File: src/flash_ctl_defines.svh
// Register offsets, field positions, key codes and reset values.
`ifndef FLASH_CTL_DEFINES_SVH
`define FLASH_CTL_DEFINES_SVH
`define PSC_ADDR 8'h8f
`define FTS_ADDR 8'hb6
`define FKEY_ADDR 8'hb7
`define PSC_RESET 3'h0
`define PSC_WE_BIT 0
`define PSC_EE_BIT 1
`define PSC_SP_BIT 2
`define FTS_BYPASS_BIT 6
`define KEY_FIRST 8'ha5
`define KEY_SECOND 8'hf1
`define LOCK_LOCKED 2'h0
`define LOCK_FIRST 2'h1
`define LOCK_OPEN 2'h2
`define LOCK_DEAD 2'h3
`define ROW_LSB 7
`define INDET_FETCH 2'h3
`endif

File: src/flash_ctl_pkg.sv
// Types shared by the flash write and erase control block.
package flash_ctl_pkg;
    typedef enum logic [3:0] {
        KEY_LOCKED = 4'h1,
        KEY_FIRST_SEEN = 4'h2,
        KEY_OPEN = 4'h4,
        KEY_DEAD = 4'h8
    } key_state_t;
    typedef enum logic [1:0] {
        OP_IDLE = 2'h1,
        OP_BUSY = 2'h2
    } op_state_t;
endpackage

File: src/flash_write_ctl.sv
// Flash self-programming control: registers, key lock, write and erase.
//
// Notes on behaviour
// - Write enable sends move writes to flash.
// - Erase plus write enable erases page.
// - Erase ignores the written data byte.
// - Scratchpad select redirects reads and writes.
// - Upper five control bits read zero.
// - One-shot pulses sense amps per access.
// - One-shot on at reset, bypass bit.
// - Third fetch after unbypass is indeterminate.
// - Rows of 128 bytes; crossing flagged.
// - Interrupts held until flash operation ends.
// - Two keys unlock one write or erase.
// - Bad key or locked attempt disables writes.
// - Key register reads lock state code.
// - Flash write with supply monitor off gives error reset.
`timescale 1ns/1ps
`default_nettype none
`include "flash_ctl_defines.svh"
module flash_write_ctl (
    input wire logic clk_sys,
    input wire logic rst_n,
    input wire logic [7:0] sfr_addr,
    input wire logic sfr_wr,
    input wire logic [7:0] sfr_wdata,
    output logic [7:0] sfr_rdata,
    input wire logic xdata_wr,
    input wire logic [15:0] xdata_addr,
    input wire logic [7:0] xdata_wdata,
    input wire logic code_rd,
    input wire logic [15:0] code_addr,
    input wire logic flash_done,
    input wire logic vdd_mon_en,
    input wire logic vdd_rst_en,
    output logic xram_wr,
    output logic flash_program,
    output logic flash_erase,
    output logic [15:0] flash_addr,
    output logic [7:0] flash_wdata,
    output logic scratchpad_sel,
    output logic sense_en,
    output logic row_change,
    output logic fetch_indet,
    output logic cpu_stall,
    output logic irq_hold,
    output logic flash_error_device_reset,
    output flash_ctl_pkg::key_state_t key_state
);
    import flash_ctl_pkg::*;

    logic we_q, ee_q, sp_q, bypass_q;
    logic [1:0] mon_s1_q, mon_s2_q;
    key_state_t key_q, key_d;
    op_state_t op_q;
    logic [15:0] last_row_addr_q;
    logic [1:0] fetch_cnt_q;
    logic indet_armed_q;

    // Register decode and read-back.
    wire wr_psc = sfr_wr && sfr_addr == `PSC_ADDR;
    wire wr_fts = sfr_wr && sfr_addr == `FTS_ADDR;
    wire wr_key = sfr_wr && sfr_addr == `FKEY_ADDR;
    wire [1:0] lock_code = key_q == KEY_FIRST_SEEN ? `LOCK_FIRST :
                           key_q == KEY_OPEN ? `LOCK_OPEN :
                           key_q == KEY_DEAD ? `LOCK_DEAD : `LOCK_LOCKED;
    wire [7:0] psc_rd = {5'h00, sp_q, ee_q, we_q};
    wire [7:0] fts_rd = {1'b0, bypass_q, 6'h00};
    wire [7:0] key_rd = {6'h00, lock_code};
    wire [7:0] rdata_d = sfr_addr == `PSC_ADDR ? psc_rd :
                         sfr_addr == `FTS_ADDR ? fts_rd :
                         sfr_addr == `FKEY_ADDR ? key_rd : 8'h00;

    // Monitor levels come from another block's pins, so they are synced.
    wire vdd_ok = &mon_s2_q;
    wire idle = op_q == OP_IDLE;
    wire fl_wr = idle && xdata_wr && we_q;
    wire fl_go = fl_wr && key_q == KEY_OPEN && vdd_ok;
    wire fl_fault = fl_wr && !vdd_ok;
    wire fl_refuse = fl_wr && vdd_ok && key_q != KEY_OPEN;

    always_comb begin
        key_d = key_q;
        unique case (key_q)
            KEY_LOCKED: begin
                if (wr_key) begin
                    key_d = sfr_wdata == `KEY_FIRST ? KEY_FIRST_SEEN : KEY_DEAD;
                end
            end
            KEY_FIRST_SEEN: begin
                if (wr_key) begin
                    key_d = sfr_wdata == `KEY_SECOND ? KEY_OPEN : KEY_DEAD;
                end
            end
            KEY_OPEN: begin
                if (wr_key) begin
                    key_d = KEY_DEAD;
                end else if (op_q == OP_BUSY && flash_done) begin
                    key_d = KEY_LOCKED;
                end
            end
            KEY_DEAD: key_d = KEY_DEAD;
            default: key_d = KEY_DEAD;
        endcase
        if (fl_refuse) begin
            key_d = KEY_DEAD;
        end
    end

    // Control bits; reset leaves the one-shot active and writes disabled.
    always_ff @(posedge clk_sys) begin
        if (!rst_n) begin
            {sp_q, ee_q, we_q} <= `PSC_RESET;
            bypass_q <= 1'b0;
        end else begin
            if (wr_psc) begin
                we_q <= sfr_wdata[`PSC_WE_BIT];
                ee_q <= sfr_wdata[`PSC_EE_BIT];
                sp_q <= sfr_wdata[`PSC_SP_BIT];
            end
            if (wr_fts) begin
                bypass_q <= sfr_wdata[`FTS_BYPASS_BIT];
            end
        end
    end

    // Two-stage synchronisers for the supply monitor levels.
    always_ff @(posedge clk_sys) begin
        if (!rst_n) begin
            mon_s1_q <= 2'h0;
            mon_s2_q <= 2'h0;
        end else begin
            mon_s1_q <= {vdd_rst_en, vdd_mon_en};
            mon_s2_q <= mon_s1_q;
        end
    end

    // Key state and operation sequencer.
    always_ff @(posedge clk_sys) begin
        if (!rst_n) begin
            key_q <= KEY_LOCKED;
            op_q <= OP_IDLE;
        end else begin
            key_q <= key_d;
            if (fl_go) begin
                op_q <= OP_BUSY;
            end else if (op_q == OP_BUSY && flash_done) begin
                op_q <= OP_IDLE;
            end
        end
    end

    // Flash command outputs; program and erase are one-cycle strobes.
    always_ff @(posedge clk_sys) begin
        if (!rst_n) begin
            flash_program <= 1'b0;
            flash_erase <= 1'b0;
            flash_addr <= 16'h0000;
            flash_wdata <= 8'h00;
            xram_wr <= 1'b0;
            flash_error_device_reset <= 1'b0;
        end else begin
            flash_erase <= fl_go && ee_q;
            flash_program <= fl_go && !ee_q;
            xram_wr <= xdata_wr && !we_q && idle;
            flash_error_device_reset <= fl_fault;
            if (fl_go || (xdata_wr && !we_q && idle)) begin
                flash_addr <= xdata_addr;
            end
            if (fl_go && !ee_q) begin
                flash_wdata <= xdata_wdata;
            end
        end
    end

    // Status and routing outputs, all registered.
    always_ff @(posedge clk_sys) begin
        if (!rst_n) begin
            sfr_rdata <= 8'h00;
            scratchpad_sel <= 1'b0;
            cpu_stall <= 1'b0;
            irq_hold <= 1'b0;
            key_state <= KEY_LOCKED;
        end else begin
            sfr_rdata <= rdata_d;
            scratchpad_sel <= sp_q;
            cpu_stall <= fl_go || (op_q == OP_BUSY && !flash_done);
            irq_hold <= fl_go || (op_q == OP_BUSY && !flash_done);
            key_state <= key_d;
        end
    end

    // row crossing
    // Row changes cost read current, so they are reported to power logic.
    always_ff @(posedge clk_sys) begin
        if (!rst_n) begin
            last_row_addr_q <= 16'h0000;
            row_change <= 1'b0;
        end else begin
            row_change <= code_rd && code_addr[15:`ROW_LSB] !=
                          last_row_addr_q[15:`ROW_LSB];
            if (code_rd) begin
                last_row_addr_q <= code_addr;
            end
        end
    end

    // third fetch marked
    // The core cannot trust the third opcode fetch after re-enabling.
    wire unbypass = wr_fts && bypass_q && !sfr_wdata[`FTS_BYPASS_BIT];
    always_ff @(posedge clk_sys) begin
        if (!rst_n) begin
            indet_armed_q <= 1'b0;
            fetch_cnt_q <= 2'h0;
            fetch_indet <= 1'b0;
        end else begin
            fetch_indet <= indet_armed_q && code_rd &&
                           fetch_cnt_q == `INDET_FETCH - 2'h1;
            if (unbypass) begin
                indet_armed_q <= 1'b1;
                fetch_cnt_q <= 2'h0;
            end else if (indet_armed_q && code_rd) begin
                fetch_cnt_q <= fetch_cnt_q + 2'h1;
                if (fetch_cnt_q == `INDET_FETCH - 2'h1) begin
                    indet_armed_q <= 1'b0;
                end
            end
        end
    end

    flash_read_oneshot u_oneshot (
        .clk_sys(clk_sys),
        .rst_n(rst_n),
        .bypass(bypass_q),
        .access(code_rd),
        .sense_en(sense_en)
    );
endmodule
`default_nettype wire

File: src/flash_read_oneshot.sv
// Read timing one-shot that gates the flash sense amplifiers.
`timescale 1ns/1ps
`default_nettype none
module flash_read_oneshot (
    input wire logic clk_sys,
    input wire logic rst_n,
    input wire logic bypass,
    input wire logic access,
    output logic sense_en
);
    // pulse per access
    // With the one-shot active the amps wake only on access cycles; in
    // bypass they stay on and the clock alone sets the read time.
    always_ff @(posedge clk_sys) begin
        if (!rst_n) begin
            sense_en <= 1'b0;
        end else begin
            sense_en <= bypass | access;
        end
    end
endmodule
`default_nettype wire

File: config.mk
export PLATFORM = sky130hd
export DESIGN_NAME = flash_write_ctl
export DESIGN_NICKNAME = d
export VERILOG_FILES = /design/src/flash_ctl_pkg.sv /design/src/flash_write_ctl.sv /design/src/flash_read_oneshot.sv
export VERILOG_INCLUDE_DIRS = /design/src
export SDC_FILE = /design/constraint.sdc
export NUM_CORES = 1
export LEC_CHECK = 0
export BUFFER_PORTS_ARGS = -buffer_cell sky130_fd_sc_hd__buf_2
export CORE_MARGIN = 8
export CORE_UTILIZATION = 52
export CTS_CLUSTER_SIZE = 24
export DETAILED_ROUTE_END_ITERATION = 8
export PLACE_DENSITY_LB_ADDON = 0.12
export SLEW_MARGIN = 5
export SYNTH_ARGS = -nofsm -noshare
export SYNTH_HDL_FRONTEND = slang
export SYNTH_HIERARCHICAL = 1
export SYNTH_SLANG_ARGS = --single-unit
File: constraint.sdc
create_clock -name clk_sys -period 3.1 [get_ports clk_sys]
set_input_delay 0.465 -clock clk_sys [delete_from_list [all_inputs] [get_ports clk_sys]]
set_output_delay 0.465 -clock clk_sys [all_outputs]
set_load 0.005 [all_outputs]
==> summary.md, run 1 <==
| Metric | Value |
|---|---|
| Post-route antenna net violation count | `0` |
| Max H-tree Level | `3` |
| Number of maximum-capacitance constraint violations | `0` |
| Worst reg2reg startpoint | `key_state[2]` |
| Remaining DRCs | `0` |
| Max-slew violation count | `0` |
| Maximum net fanout on the critical path | `16` |
| DRT iter0 DRCs | `66` |
| CTS Buf Count | `9` |
| Final routed wirelength across all metal layers | `between 6 and 7 mm` |
| Weighted congestion at the end of routability-driven global placement | `0.812` |
| # Post-CTS Setup Buffers | `0` |
| Starting Density | `53.4%` |
| Share of layout cells above drive strength 1 | `31.8%` |
| # clock sinks | `63` |
| Number of cells upsized or downsized after cts | `0` |
| First-pass GRT wire length | `9.49 mm` |
| Total global-route track usage | `roughly 16%` |
| Post-route met1 wirelength | `2.53 mm` |
| Post-detailed-route wirelength per cell | `around 14 um` |
| Run status | `finished, final reports clean` |
| Footprint of the multi-input gates | `1330 sq um` |
| Share of async-settable or async-resettable flops after synthesis | `0%` |
| PortBufs | `98` |
| Hold slack final | `339 ps` |
| Min cycle time layout | `2130 ps` |
| Critical path's slowest cell | `o31a_1` |
| Via count normalized by instance count | `4.94` |
| Chip Height | `~90 um` |
| Number of vias in the routed layout | `~2,100` |
| Root buffer cell | `clkbuf_8` |
| Total global routing overflow | `0` |
| Maximum clock rate | `around 0.47 GHz` |
| Pleak | `1.49 nW` |
| Mapped Area | `2710 sq um` |
| Post-synth EDFFs | `0` |
| Cts hold-fix bufs | `0` |
| Setup TNS Final | `0 ps` |
| Hold violation total from the final report | `0` |
| Max IR drop VDD | `0.000455 V` |
| Unrepaired setup endpoints after global routing | `false` |
| Final period util | `68.6%` |
| Die X | `88.2 um` |
| Clock latency on the worst-skew pair | `330 ps` |
| Total power density per cell area | `roughly 520 nW/um^2` |
| Clock-pin slew reported for the worst setup and hold paths after clock tree synthesis | `70 ps` |
| Largest stage delay on the critical path | `640 ps` |
| Floorplan core area | `5070 sq um` |
| Warning count from the yosys run | `6` |
| CTS tree | `yes` |
| Met2 WL post-DR | `2.87 mm` |
| Element type at the critical path start | `flip-flop` |
| Crit end category | `flip-flop` |
| Number of instances in the synthesized netlist | `266` |
| Number of placed I/O pins | `110` |
| Sequential fraction of the synthesis area | `between 40 and 50%` |
| DP HPWL | `between 4 and 5 mm` |
| DIE AREA | `7780 sq um` |
| Crit path cell chain | `or4b_4 > o31a_1 > mux2i_1 > nor2b_1` |
| Diode count | `0` |
| Routed met3 length | `533 um` |
| Number of distinct library cells after synthesis | `46` |
| Beginning of the critical path | `key_state[2]` |
| Dominant synthesized flop cell | `dfxtp_1` |
| Path type of the worst min-delay path | `input pin to flip-flop` |
| Register cell area after layout | `1260 sq um` |
| Post-route clock skew | `8.00 ps` |
| Largest net degree at the start of global routing | `39` |
| Crit Path Class | `flip-flop to flip-flop` |
| Initial antenna violation count | `0` |
| Worst-margin pin slew | `between 1000 and 1500 ps` |
| Highest layer used for signal routing | `met4` |
| Crit path DAT | `2350 ps` |
| Floorplan row count | `26` |
| Fill cell instance count of the final layout | `~440` |
| Syn avg cell area | `10.2 sq um` |
| Worst path setup slack after routing | `973 ps` |
| Max clock buf depth | `2` |
| Number of nets in the finished design | `425` |
| Worst min-delay path startpoint | `vdd_rst_en` |
| Final count of negative-setup-slack endpoints | `0` |
| Required time of the worst setup path | `3320 ps` |
| Register bit count reported by yosys | `63` |
| Worst setup slack after placement | `roughly 980 ps` |
| Area growth from synthesis to final layout | `25.3%` |
| Count of TritonRoute iterations in the first routing pass | `4` |
| Relative slew margins | `a little under a third` |
| Vias in the first global route | `2,112` |
-- worst max-delay path, delay by kind of cell, from the launching register on --
| kind | cells | cell delay (ps) |
|---|---|---|
| flip-flops | 1 | 490 |
| AO/OA/AOI/OAI | 1 | 640 |
| AND/OR/NAND/NOR | 2 | 590 |
| multiplexers | 1 | 290 |
-- kinds of logic (layout without fill, tap and decap cells) --
| logic type | count (synthesis) | in the layout | share of synthesized area [%] |
|---|---|---|---|
| buf+inv | 22 | 118 | 5.12 |
| xor+xnor | 13 | 13 | 4.20 |
| mux | 37 | 37 | 13.7 |
| other cells | 1 | 4 | 0.138 |
| compound gates | 26 | 26 | 6.56 |
| fa+ha+maj | 1 | 1 | 0.462 |
| simple gates | 103 | 103 | 23.3 |
| flops | 63 | 63 | 46.5 |
-- routing by layer --
layer | track usage [%] | vias up
met4 | 8.60 | 0
met5 | 0 | -
met3 | 5.63 | 10
met2 | 24.5 | 67
li1 | - | 1106
met1 | 18.4 | 964
-- cell type report --
| type | instances | area share [%] |
|---|---|---|
| multi-input cells | 184 | 39.1 |
| flip-flops and latches | 63 | 37.2 |
| repair buffers | 100 | 14.9 |
| clock buffers | 12 | 3.98 |
| well taps | 70 | 2.58 |
| clock inverters | 4 | 2.06 |
| inverters | 2 | 0.221 |
-- path summary, 6_finish.rpt --
path	endpoint	slack, ps	cells past startpoint
min	mon_s1_q[1]	340	2
max reg2reg	flash_addr[13]	970	4
min reg2reg	mon_s2_q[0]	440	1
max	flash_addr[13]	970	4
-- sequential cells by signal (all words and copies together) (netlist names), 2 cells and up --
signal and cells:
flash_addr 16, key_state 4, op_q 2, fetch_cnt_q 2
last_row_addr_q 9, mon_s1_q 2, mon_s2_q 2, flash_wdata 8
sfr_rdata 4
-- cell usage after synthesis, types with 2 or more instances --
cell type | count | share of area (%)
nor4_1 | 8 | 1.8
xnor2_1 | 9 | 2.9
nor3b_1 | 2 | 0.55
o21a_1 | 3 | 0.83
mux2i_1 | 37 | 14
inv_1 | 2 | 0.28
o211ai_1 | 4 | 1.1
or4_1 | 2 | 0.55
a21oi_1 | 7 | 1.3
nor2b_1 | 37 | 8.5
nand2_1 | 12 | 1.7
buf_4 | 6 | 1.7
a21boi_0 | 2 | 0.55
and2_1 | 7 | 1.6
o21ai_0 | 3 | 0.55
nor4b_1 | 3 | 0.97
buf_6 | 2 | 0.83
dfxtp_1 | 63 | 47
nand3b_1 | 4 | 1.1
nand3_1 | 6 | 1.1
xor2_1 | 4 | 1.3
nand4b_1 | 3 | 0.97
clkbuf_1 | 8 | 1.1
nor2_1 | 9 | 1.2
buf_2 | 2 | 0.37
-- power breakdown --
group	total [W]	switching, W	internal (W)
logic	0.000169	0.0000797	0.0000890
clock network	0.000752	0.000300	0.000451
registers	0.000854	0.0000177	0.000836
-- per-stage QoR --
stage	power (W)	std cells	instance area (sq um)	utilization, %
3_3_place_gp	0.00104	419	3190	62.8
5_1_grt	0.00185	435	3390	66.9
3_5_place_dp	0.00104	419	3190	62.8
4_1_cts	0.00179	435	3390	66.9
6_report	0.00177	435	3390	66.9
2_1_floorplan	0.000973	269	2720	-
-- placed cells by master (no fill, tap or decap), types with 6 or more instances in the layout --
master | netlist | final
xnor2_1 | 9 | 9
and2_1 | 7 | 7
nor2b_1 | 37 | 37
buf_2 | 2 | 98
a21oi_1 | 7 | 7
nor4_1 | 8 | 7
clkbuf_8 | 0 | 9
dfxtp_1 | 63 | 63
mux2i_1 | 37 | 37
nand3_1 | 6 | 6
nand2_1 | 12 | 12
nor2_1 | 9 | 9
No activity file was read; power rests on OpenSTA's default activity.
==> run 2, diff against run 1 <==
CORE_UTILIZATION = 48   (was 52)
clock period = 2.05 ns   (was 3.1 ns; I/O delays follow)
==> summary.md, run 2 (synthesized netlist as in run 1, its figures left out) <==
| Metric | Value |
|---|---|
| Post-detailed-route wirelength per cell | `13.7 um (was 13.9 um)` |
| Die X | `91.1 um (was 88.2 um)` |
| Met1 Use GR | `17.5% (was 18.4%)` |
| # clock sinks | `63 (unchanged)` |
| Chip Height | `91.1 um (was 88.2 um)` |
| Max IR drop VDD | `0.000434 V (was 0.000455 V)` |
| First-pass GRT wire length | `10.1 mm (was 9.49 mm)` |
| Placed standard-cell area | `3250 sq um (was 3190 sq um)` |
| Share of layout cells above drive strength 1 | `32.9% (was 31.8%)` |
| Path type of the worst min-delay path | `input pin to flip-flop (unchanged)` |
| Relative slew margins | `57.6% (was 30.9%)` |
| Total instance count after detailed placement | `429 (was 419)` |
| Switching component of the power | `0.000565 W (was 0.000398 W)` |
| Number of nets in the finished design | `433 (was 425)` |
| Clock latency on the worst-skew pair | `320 ps (was 330 ps)` |
| Number of maximum-capacitance constraint violations | `0 (unchanged)` |
| Min cycle time layout | `1760 ps (was 2130 ps)` |
| Max clock buf depth | `2 (unchanged)` |
| Total global routing overflow | `0 (unchanged)` |
| Number of placed I/O pins | `110 (unchanged)` |
| Final instance count without filler cells | `443 (was 435)` |
| Diode count | `0 (unchanged)` |
| Element type at the critical path start | `flip-flop (unchanged)` |
| Starting Density | `49.5% (was 53.4%)` |
| Area growth from synthesis to final layout | `25.3% (about the same)` |
| Clock power share | `35.0% (was 42.4%)` |
| Crit end category | `flip-flop (unchanged)` |
| Switching fraction of total power | `23.6% (was 22.4%)` |
| Via count normalized by instance count | `4.97 (was 4.94)` |
| Remaining DRCs | `0 (unchanged)` |
| Number of cells upsized or downsized after cts | `0 (unchanged)` |
| Largest Register | `flash_addr (unchanged)` |
| Crit Path Class | `flip-flop to flip-flop (unchanged)` |
| Unrepaired setup endpoints after global routing | `false (unchanged)` |
| # Post-CTS Setup Buffers | `0 (unchanged)` |
| DIE AREA | `8310 sq um (was 7780 sq um)` |
| Pleak | `1.50 nW (was 1.49 nW)` |
| Most frequent cells in the layout | `buf_2, dfxtp_1, mux2i_1, nor2b_1, nand2_1 (unchanged)` |
| Required time of the worst setup path | `2260 ps (was 3320 ps)` |
| Crit path DAT | `1970 ps (was 2350 ps)` |
| Largest net degree at the start of global routing | `28 (was 39)` |
| Number of vias in the routed layout | `2,200 (was 2,147)` |
| Setup TNS Final | `0 ps (unchanged)` |
| Root buffer cell | `clkbuf_8 (unchanged)` |
| Final period util | `85.8% (was 68.6%)` |
| Worst R2R Setup Slack | `290 ps (was 970 ps)` |
| Final count of negative-setup-slack endpoints | `0 (unchanged)` |
| Run status | `finished, final reports clean (unchanged)` |
| Maximum clock rate | `0.569 GHz (was 0.470 GHz)` |
| Logic gate share of total power | `11.5% (was 9.5%)` |
| Int Pwr | `0.00183 W (was 0.00138 W)` |
| Vias in the first global route | `2,196 (was 2,112)` |
| Largest registers | `flash_addr: 16 flops, last_row_addr_q: 9 flops, flash_wdata: 8 flops (unchanged)` |
| Floorplan core area | `5470 sq um (was 5070 sq um)` |
| PortBufs | `98 (unchanged)` |
| Count of TritonRoute iterations in the first routing pass | `4 (unchanged)` |
| Hold violation total from the final report | `0 (unchanged)` |
| DP HPWL | `4.59 mm (was 4.50 mm)` |
| Post-route antenna net violation count | `0 (unchanged)` |
| Max H-tree Level | `3 (unchanged)` |
| Area of all placed cells without fillers | `3400 sq um (was 3390 sq um)` |
| Max-slew violation count | `0 (unchanged)` |
| Worst-margin pin slew | `627 ps (was 1040 ps)` |
| Maximum net fanout on the critical path | `16 (unchanged)` |
| Total power density per cell area | `706 nW/um^2 (was 523 nW/um^2)` |
| Crit path to | `flash_addr[14] (was flash_addr[13])` |
| Initial antenna violation count | `0 (unchanged)` |
| Post-route clock skew | `6.22 ps (was 8.00 ps)` |
| Beginning of the critical path | `key_state[0] (was key_state[2])` |
| Reg-to-reg endpoint | `flash_addr[14] (was flash_addr[13])` |
| Total global-route track usage | `15.0% (was 15.7%)` |
| Cts hold-fix bufs | `0 (unchanged)` |
| Fraction of met3 tracks used by global routing | `6.50% (was 5.63%)` |
| Number of cells on the worst reg-to-reg path | `5 (was 4)` |
| CTS Buf Count | `9 (unchanged)` |
| Clock-pin slew reported for the worst setup and hold paths after clock tree synthesis | `60 ps (was 70 ps)` |
| Most common cell after layout, fill and taps aside | `buf_2 (unchanged)` |
| Flop pwr share | `53.5% (was 48.1%)` |
| Max FFs per register | `16 (unchanged)` |
| GR Layer Usage met2 | `22.6% (was 24.5%)` |
| DRT iter0 DRCs | `66 (unchanged)` |
| Weighted congestion at the end of routability-driven global placement | `0.837 (was 0.812)` |
| Floorplan row count | `27 (was 26)` |
| CTS tree | `yes (unchanged)` |
| Total power consumption of the routed design | `0.00240 W (was 0.00177 W)` |
| Final routed wirelength across all metal layers | `6.05 mm (was 6.04 mm)` |
| Worst reg2reg startpoint | `key_state[0] (was key_state[2])` |
| Top Usage Layer GRT | `met2 (unchanged)` |
run 2: changes by cell type in the layout (fill, tap and decap cells not counted):
cell	delta
bufinv_16	-2
buf_4	+8
run 2: per-layer routing:
layer | part of all wire (%) | routed length, um
met1 | 46 | 2760
met5 | 0 | 0
met4 | 2.1 | 127
met3 | 8.6 | 519
met2 | 44 | 2650
run 2: worst min-delay path by stage:
stage / endpoint / slack (ps) / depth (start not counted) / start
2_1_floorplan: sfr_rdata[6] / 380 / 1 / sfr_addr[0]
3_3_place_gp: mon_s2_q[1] / 420 / 1 / mon_s1_q[1]
3_5_place_dp: mon_s2_q[1] / 420 / 1 / mon_s1_q[1]
4_1_cts: mon_s1_q[0] / 170 / 2 / vdd_mon_en
5_1_grt: mon_s1_q[1] / 180 / 2 / vdd_rst_en
6_report: mon_s1_q[1] / 190 / 2 / vdd_rst_en
run 2: critical path, cell delays in order, from the launching register on:
cell and delay, ps:
dfxtp_1 310, or4b_4 570, o31a_1 310, buf_4 220, mux2i_1 180, nor2b_1 60
run 2: cell type report:
type / count / area (sq um)
well taps: 72 / 90.1
fillers: 530 / 2080
clock inverters: 2 / 10.0
repair buffers: 108 / 566
clock buffers: 12 / 135
multi-input cells: 184 / 1330
flip-flops and latches: 63 / 1260
inverters: 2 / 7.51
run 2: power by group through the flow:
stage,Sequential [W],Combinational [W],Clock [W]
after floorplan,0.00132,0.000156,0
after global placement,0.00131,0.000273,0
after detailed placement,0.00131,0.000278,0
after CTS,0.00128,0.000278,0.000875
after global routing,0.00129,0.000307,0.000929
final,0.00128,0.000276,0.000839
run 2: through the flow:
| step | hold WS, ps | worst slack, ps | utilization, % |
|---|---|---|---|
| final | 187 | 292 | 62.1 |
| after global routing | 177 | 160 | 62.1 |
| after CTS | 171 | 278 | 62.1 |
| after detailed placement | 419 | 284 | 59.4 |
| after global placement | 417 | 283 | 59.4 |
| after floorplan | 383 | 201 | - |
==> run 3, diff against run 2 <==
SYNTH_HIERARCHICAL = unset   (was 1)
==> summary.md, run 3 <==
| Metric | Value |
|---|---|
| Post-synth EDFFs | `0 (unchanged)` |
| Max IR drop VDD | `0.000464 V (was 0.000434 V)` |
| Worst path setup slack after routing | `243 ps (was 292 ps)` |
| Switching fraction of total power | `22.4% (was 23.6%)` |
| Vias in the first global route | `2,184 (was 2,196)` |
| Number of placed I/O pins | `110 (unchanged)` |
| Register bit count reported by yosys | `63 (unchanged)` |
| Top post-synthesis cells by area | `dfxtp_1, mux2i_1, nor2b_1 (unchanged)` |
| Share of layout cells above drive strength 1 | `34.4% (was 32.9%)` |
| Leading post-synthesis cells by instance count | `dfxtp_1, mux2i_1, nor2b_1, nand2_1, xnor2_1 (was dfxtp_1, mux2i_1, nor2b_1, nand2_1)` |
| Mapped Area | `2720 sq um (was 2710 sq um)` |
| Total global routing overflow | `0 (unchanged)` |
| Worst setup slack after placement | `231 ps (was 284 ps)` |
| Warning count from the yosys run | `0 (was 6)` |
| Starting Density | `49.5% (about the same)` |
| Largest Register | `flash_addr (unchanged)` |
| Dominant cell by count in the synthesized netlist | `dfxtp_1 (unchanged)` |
| Max H-tree Level | `3 (unchanged)` |
| Maximum clock rate | `0.553 GHz (was 0.569 GHz)` |
| Total power consumption of the routed design | `0.00267 W (was 0.00240 W)` |
| Placed standard-cell area | `3270 sq um (was 3250 sq um)` |
| Floorplan row count | `27 (unchanged)` |
| Via count normalized by instance count | `4.94 (was 4.97)` |
| Clock power share | `41.4% (was 35.0%)` |
| DP HPWL | `4.62 mm (was 4.59 mm)` |
| Post-route clock skew | `5.95 ps (was 6.22 ps)` |
| Beginning of the critical path | `key_state[0] (unchanged)` |
| First-pass GRT wire length | `10.1 mm (about the same)` |
| Weighted congestion at the end of routability-driven global placement | `0.800 (was 0.837)` |
| Max FFs per register | `16 (unchanged)` |
| # Post-CTS Setup Buffers | `0 (unchanged)` |
| Diode count | `0 (unchanged)` |
| Number of nets in the finished design | `432 (was 433)` |
| Max clock buf depth | `2 (unchanged)` |
| # clock sinks | `63 (unchanged)` |
| DRT iter0 DRCs | `90 (was 66)` |
| Unrepaired setup endpoints after global routing | `false (unchanged)` |
| Relative slew margins | `59.7% (was 57.6%)` |
| Share of async-settable or async-resettable flops after synthesis | `0% (unchanged)` |
| Element type at the critical path start | `flip-flop (unchanged)` |
| Int Pwr | `0.00207 W (was 0.00183 W)` |
| Crit Path Class | `flip-flop to flip-flop (unchanged)` |
| Area growth from synthesis to final layout | `27.8% (was 25.3%)` |
| Number of cells on the worst reg-to-reg path | `5 (unchanged)` |
| Crit path to | `flash_wdata[1] (was flash_addr[14])` |
| Floorplan core area | `5510 sq um (was 5470 sq um)` |
| Number of cells upsized or downsized after cts | `0 (unchanged)` |
| Total power density per cell area | `767 nW/um^2 (was 706 nW/um^2)` |
| Clock-pin slew reported for the worst setup and hold paths after clock tree synthesis | `70 ps (was 60 ps)` |
| Post-detailed-route wirelength per cell | `13.7 um (about the same)` |
| Clock latency on the worst-skew pair | `330 ps (was 320 ps)` |
| Max-slew violation count | `0 (unchanged)` |
| Initial antenna violation count | `0 (unchanged)` |
| Most frequent cells in the layout | `buf_2, dfxtp_1, mux2i_1, nor2b_1 (was buf_2, dfxtp_1, mux2i_1, nor2b_1, nand2_1)` |
| Worst-margin pin slew | `596 ps (was 627 ps)` |
| Number of distinct library cells after synthesis | `46 (unchanged)` |
| Most common cell after layout, fill and taps aside | `buf_2 (unchanged)` |
| Remaining DRCs | `0 (unchanged)` |
| Post-synthesis cell type with the largest combined area | `dfxtp_1 (unchanged)` |
| Post-route antenna net violation count | `0 (unchanged)` |
| Maximum net fanout on the critical path | `9 (was 16)` |
| Number of instances in the synthesized netlist | `265 (was 266)` |
| Final count of negative-setup-slack endpoints | `0 (unchanged)` |
| Pleak | `1.60 nW (was 1.50 nW)` |
| Count of TritonRoute iterations in the first routing pass | `4 (unchanged)` |
| Hold violation total from the final report | `0 (unchanged)` |
| Worst R2R Setup Slack | `240 ps (was 290 ps)` |
| Required time of the worst setup path | `2270 ps (was 2260 ps)` |
| Crit path DAT | `2030 ps (was 1970 ps)` |
| Run status | `finished, final reports clean (unchanged)` |
| CTS Buf Count | `9 (unchanged)` |
| Area of all placed cells without fillers | `3480 sq um (was 3400 sq um)` |
| Number of maximum-capacitance constraint violations | `0 (unchanged)` |
| Final routed wirelength across all metal layers | `6.09 mm (was 6.05 mm)` |
| Worst reg2reg startpoint | `key_state[0] (unchanged)` |
| Reg-to-reg endpoint | `flash_wdata[1] (was flash_addr[14])` |
| Largest registers | `flash_addr: 16 flops, last_row_addr_q: 9 flops, flash_wdata: 8 flops (unchanged)` |
| CTS tree | `yes (unchanged)` |
| PortBufs | `98 (unchanged)` |
| Crit end category | `flip-flop (unchanged)` |
| Die X | `91.3 um (was 91.1 um)` |
| Syn avg cell area | `10.3 sq um (was 10.2 sq um)` |
| Sequential fraction of the synthesis area | `46.3% (was 46.5%)` |
| Final core utilization | `63.2% (was 62.1%)` |
| Largest net degree at the start of global routing | `38 (was 28)` |
| Min cycle time layout | `1810 ps (was 1760 ps)` |
| Cts hold-fix bufs | `0 (unchanged)` |
| Path type of the worst min-delay path | `input pin to flip-flop (unchanged)` |
| Chip Height | `91.3 um (was 91.1 um)` |
| Setup TNS Final | `0 ps (unchanged)` |
| Dominant synthesized flop cell | `dfxtp_1 (unchanged)` |
| Root buffer cell | `clkbuf_8 (unchanged)` |
| DIE AREA | `8340 sq um (was 8310 sq um)` |
| Number of vias in the routed layout | `2,194 (was 2,200)` |
| Switching component of the power | `0.000597 W (was 0.000565 W)` |
| Final period util | `88.1% (was 85.8%)` |
| Logic gate share of total power | `10.5% (was 11.5%)` |
| Total global-route track usage | `14.8% (was 15.0%)` |
| Flop pwr share | `48.1% (was 53.5%)` |
| Portion of synthesized cell area occupied by the leading cell type | `46.3% (was 46.5%)` |
run 3: changes by cell type in the layout (fill, tap and decap cells not counted), sizes merged, moves of 3 or more:
cell / before / now
and3: 1 / 4
nand4b: 3 / 0
nor4: 8 / 2
o211ai: 4 / 0
nor4bb: 0 / 4
run 3: final cells by class:
cell class              count  area [sq um]
inverters                   1          3.75
flip-flops and latches     63          1260
clock buffers              13           169
fillers                   490          2030
multi-input cells         185          1360
repair buffers            107           558
well taps                  72          90.1
clock inverters             3          40.0
run 3: cells by family after synthesis:
family                     Yosys count  synth area share [%]
DFF                                 63                  46.3
muxes                               37                  13.6
AOI/OAI and AO/OA                   28                  7.07
xor gates and xnor gates            13                  4.18
adders and majority gates            1                 0.459
buffers and inverters               20                  4.23
other                                1                 0.138
and+or+nand+nor                    102                  24.0
run 3: worst min-delay path by stage:
| stage | startpoint | to | slack [ps] | cells after the start |
|---|---|---|---|---|
| floorplan | mon_s1_q[0] | mon_s2_q[0] | 410 | 1 |
| detailed placement | mon_s1_q[1] | mon_s2_q[1] | 420 | 1 |
| CTS | vdd_mon_en | mon_s1_q[0] | 160 | 2 |
| global route | vdd_mon_en | mon_s1_q[0] | 180 | 2 |
| finish | vdd_mon_en | mon_s1_q[0] | 180 | 2 |
| global placement | mon_s1_q[1] | mon_s2_q[1] | 420 | 1 |
run 3: power groups by stage:
stage,clock network [W],registers (W),logic [W]
floorplan,0,0.00132,0.000160
global placement,0,0.00131,0.000277
detailed placement,0,0.00131,0.000282
CTS,0.00114,0.00128,0.000283
global route,0.00119,0.00129,0.000311
finish,0.00110,0.00128,0.000280
run 3: layer usage:
| metal | track usage, % | vias to the layer above | routed length [um] |
|---|---|---|---|
| li1 | - | 1117 | - |
| met1 | 16.0 | 997 | 2530 |
| met2 | 23.6 | 68 | 2850 |
| met3 | 6.67 | 12 | 573 |
| met4 | 8.59 | 0 | 144 |
| met5 | 0 | - | 0 |
run 3: stage by stage:
step                hold WS (ps)  cells
finish                       180    444
global route                 183    444
CTS                          165    444
detailed placement           422    428
global placement             416    428
floorplan                    412    268
run 3: worst max-delay path, stage by stage (launching register included):
cell and delay (ps):
dfxtp_1 310, or4b_4 560, nor4_2 310, buf_4 250, mux2i_1 210, nor2b_1 60
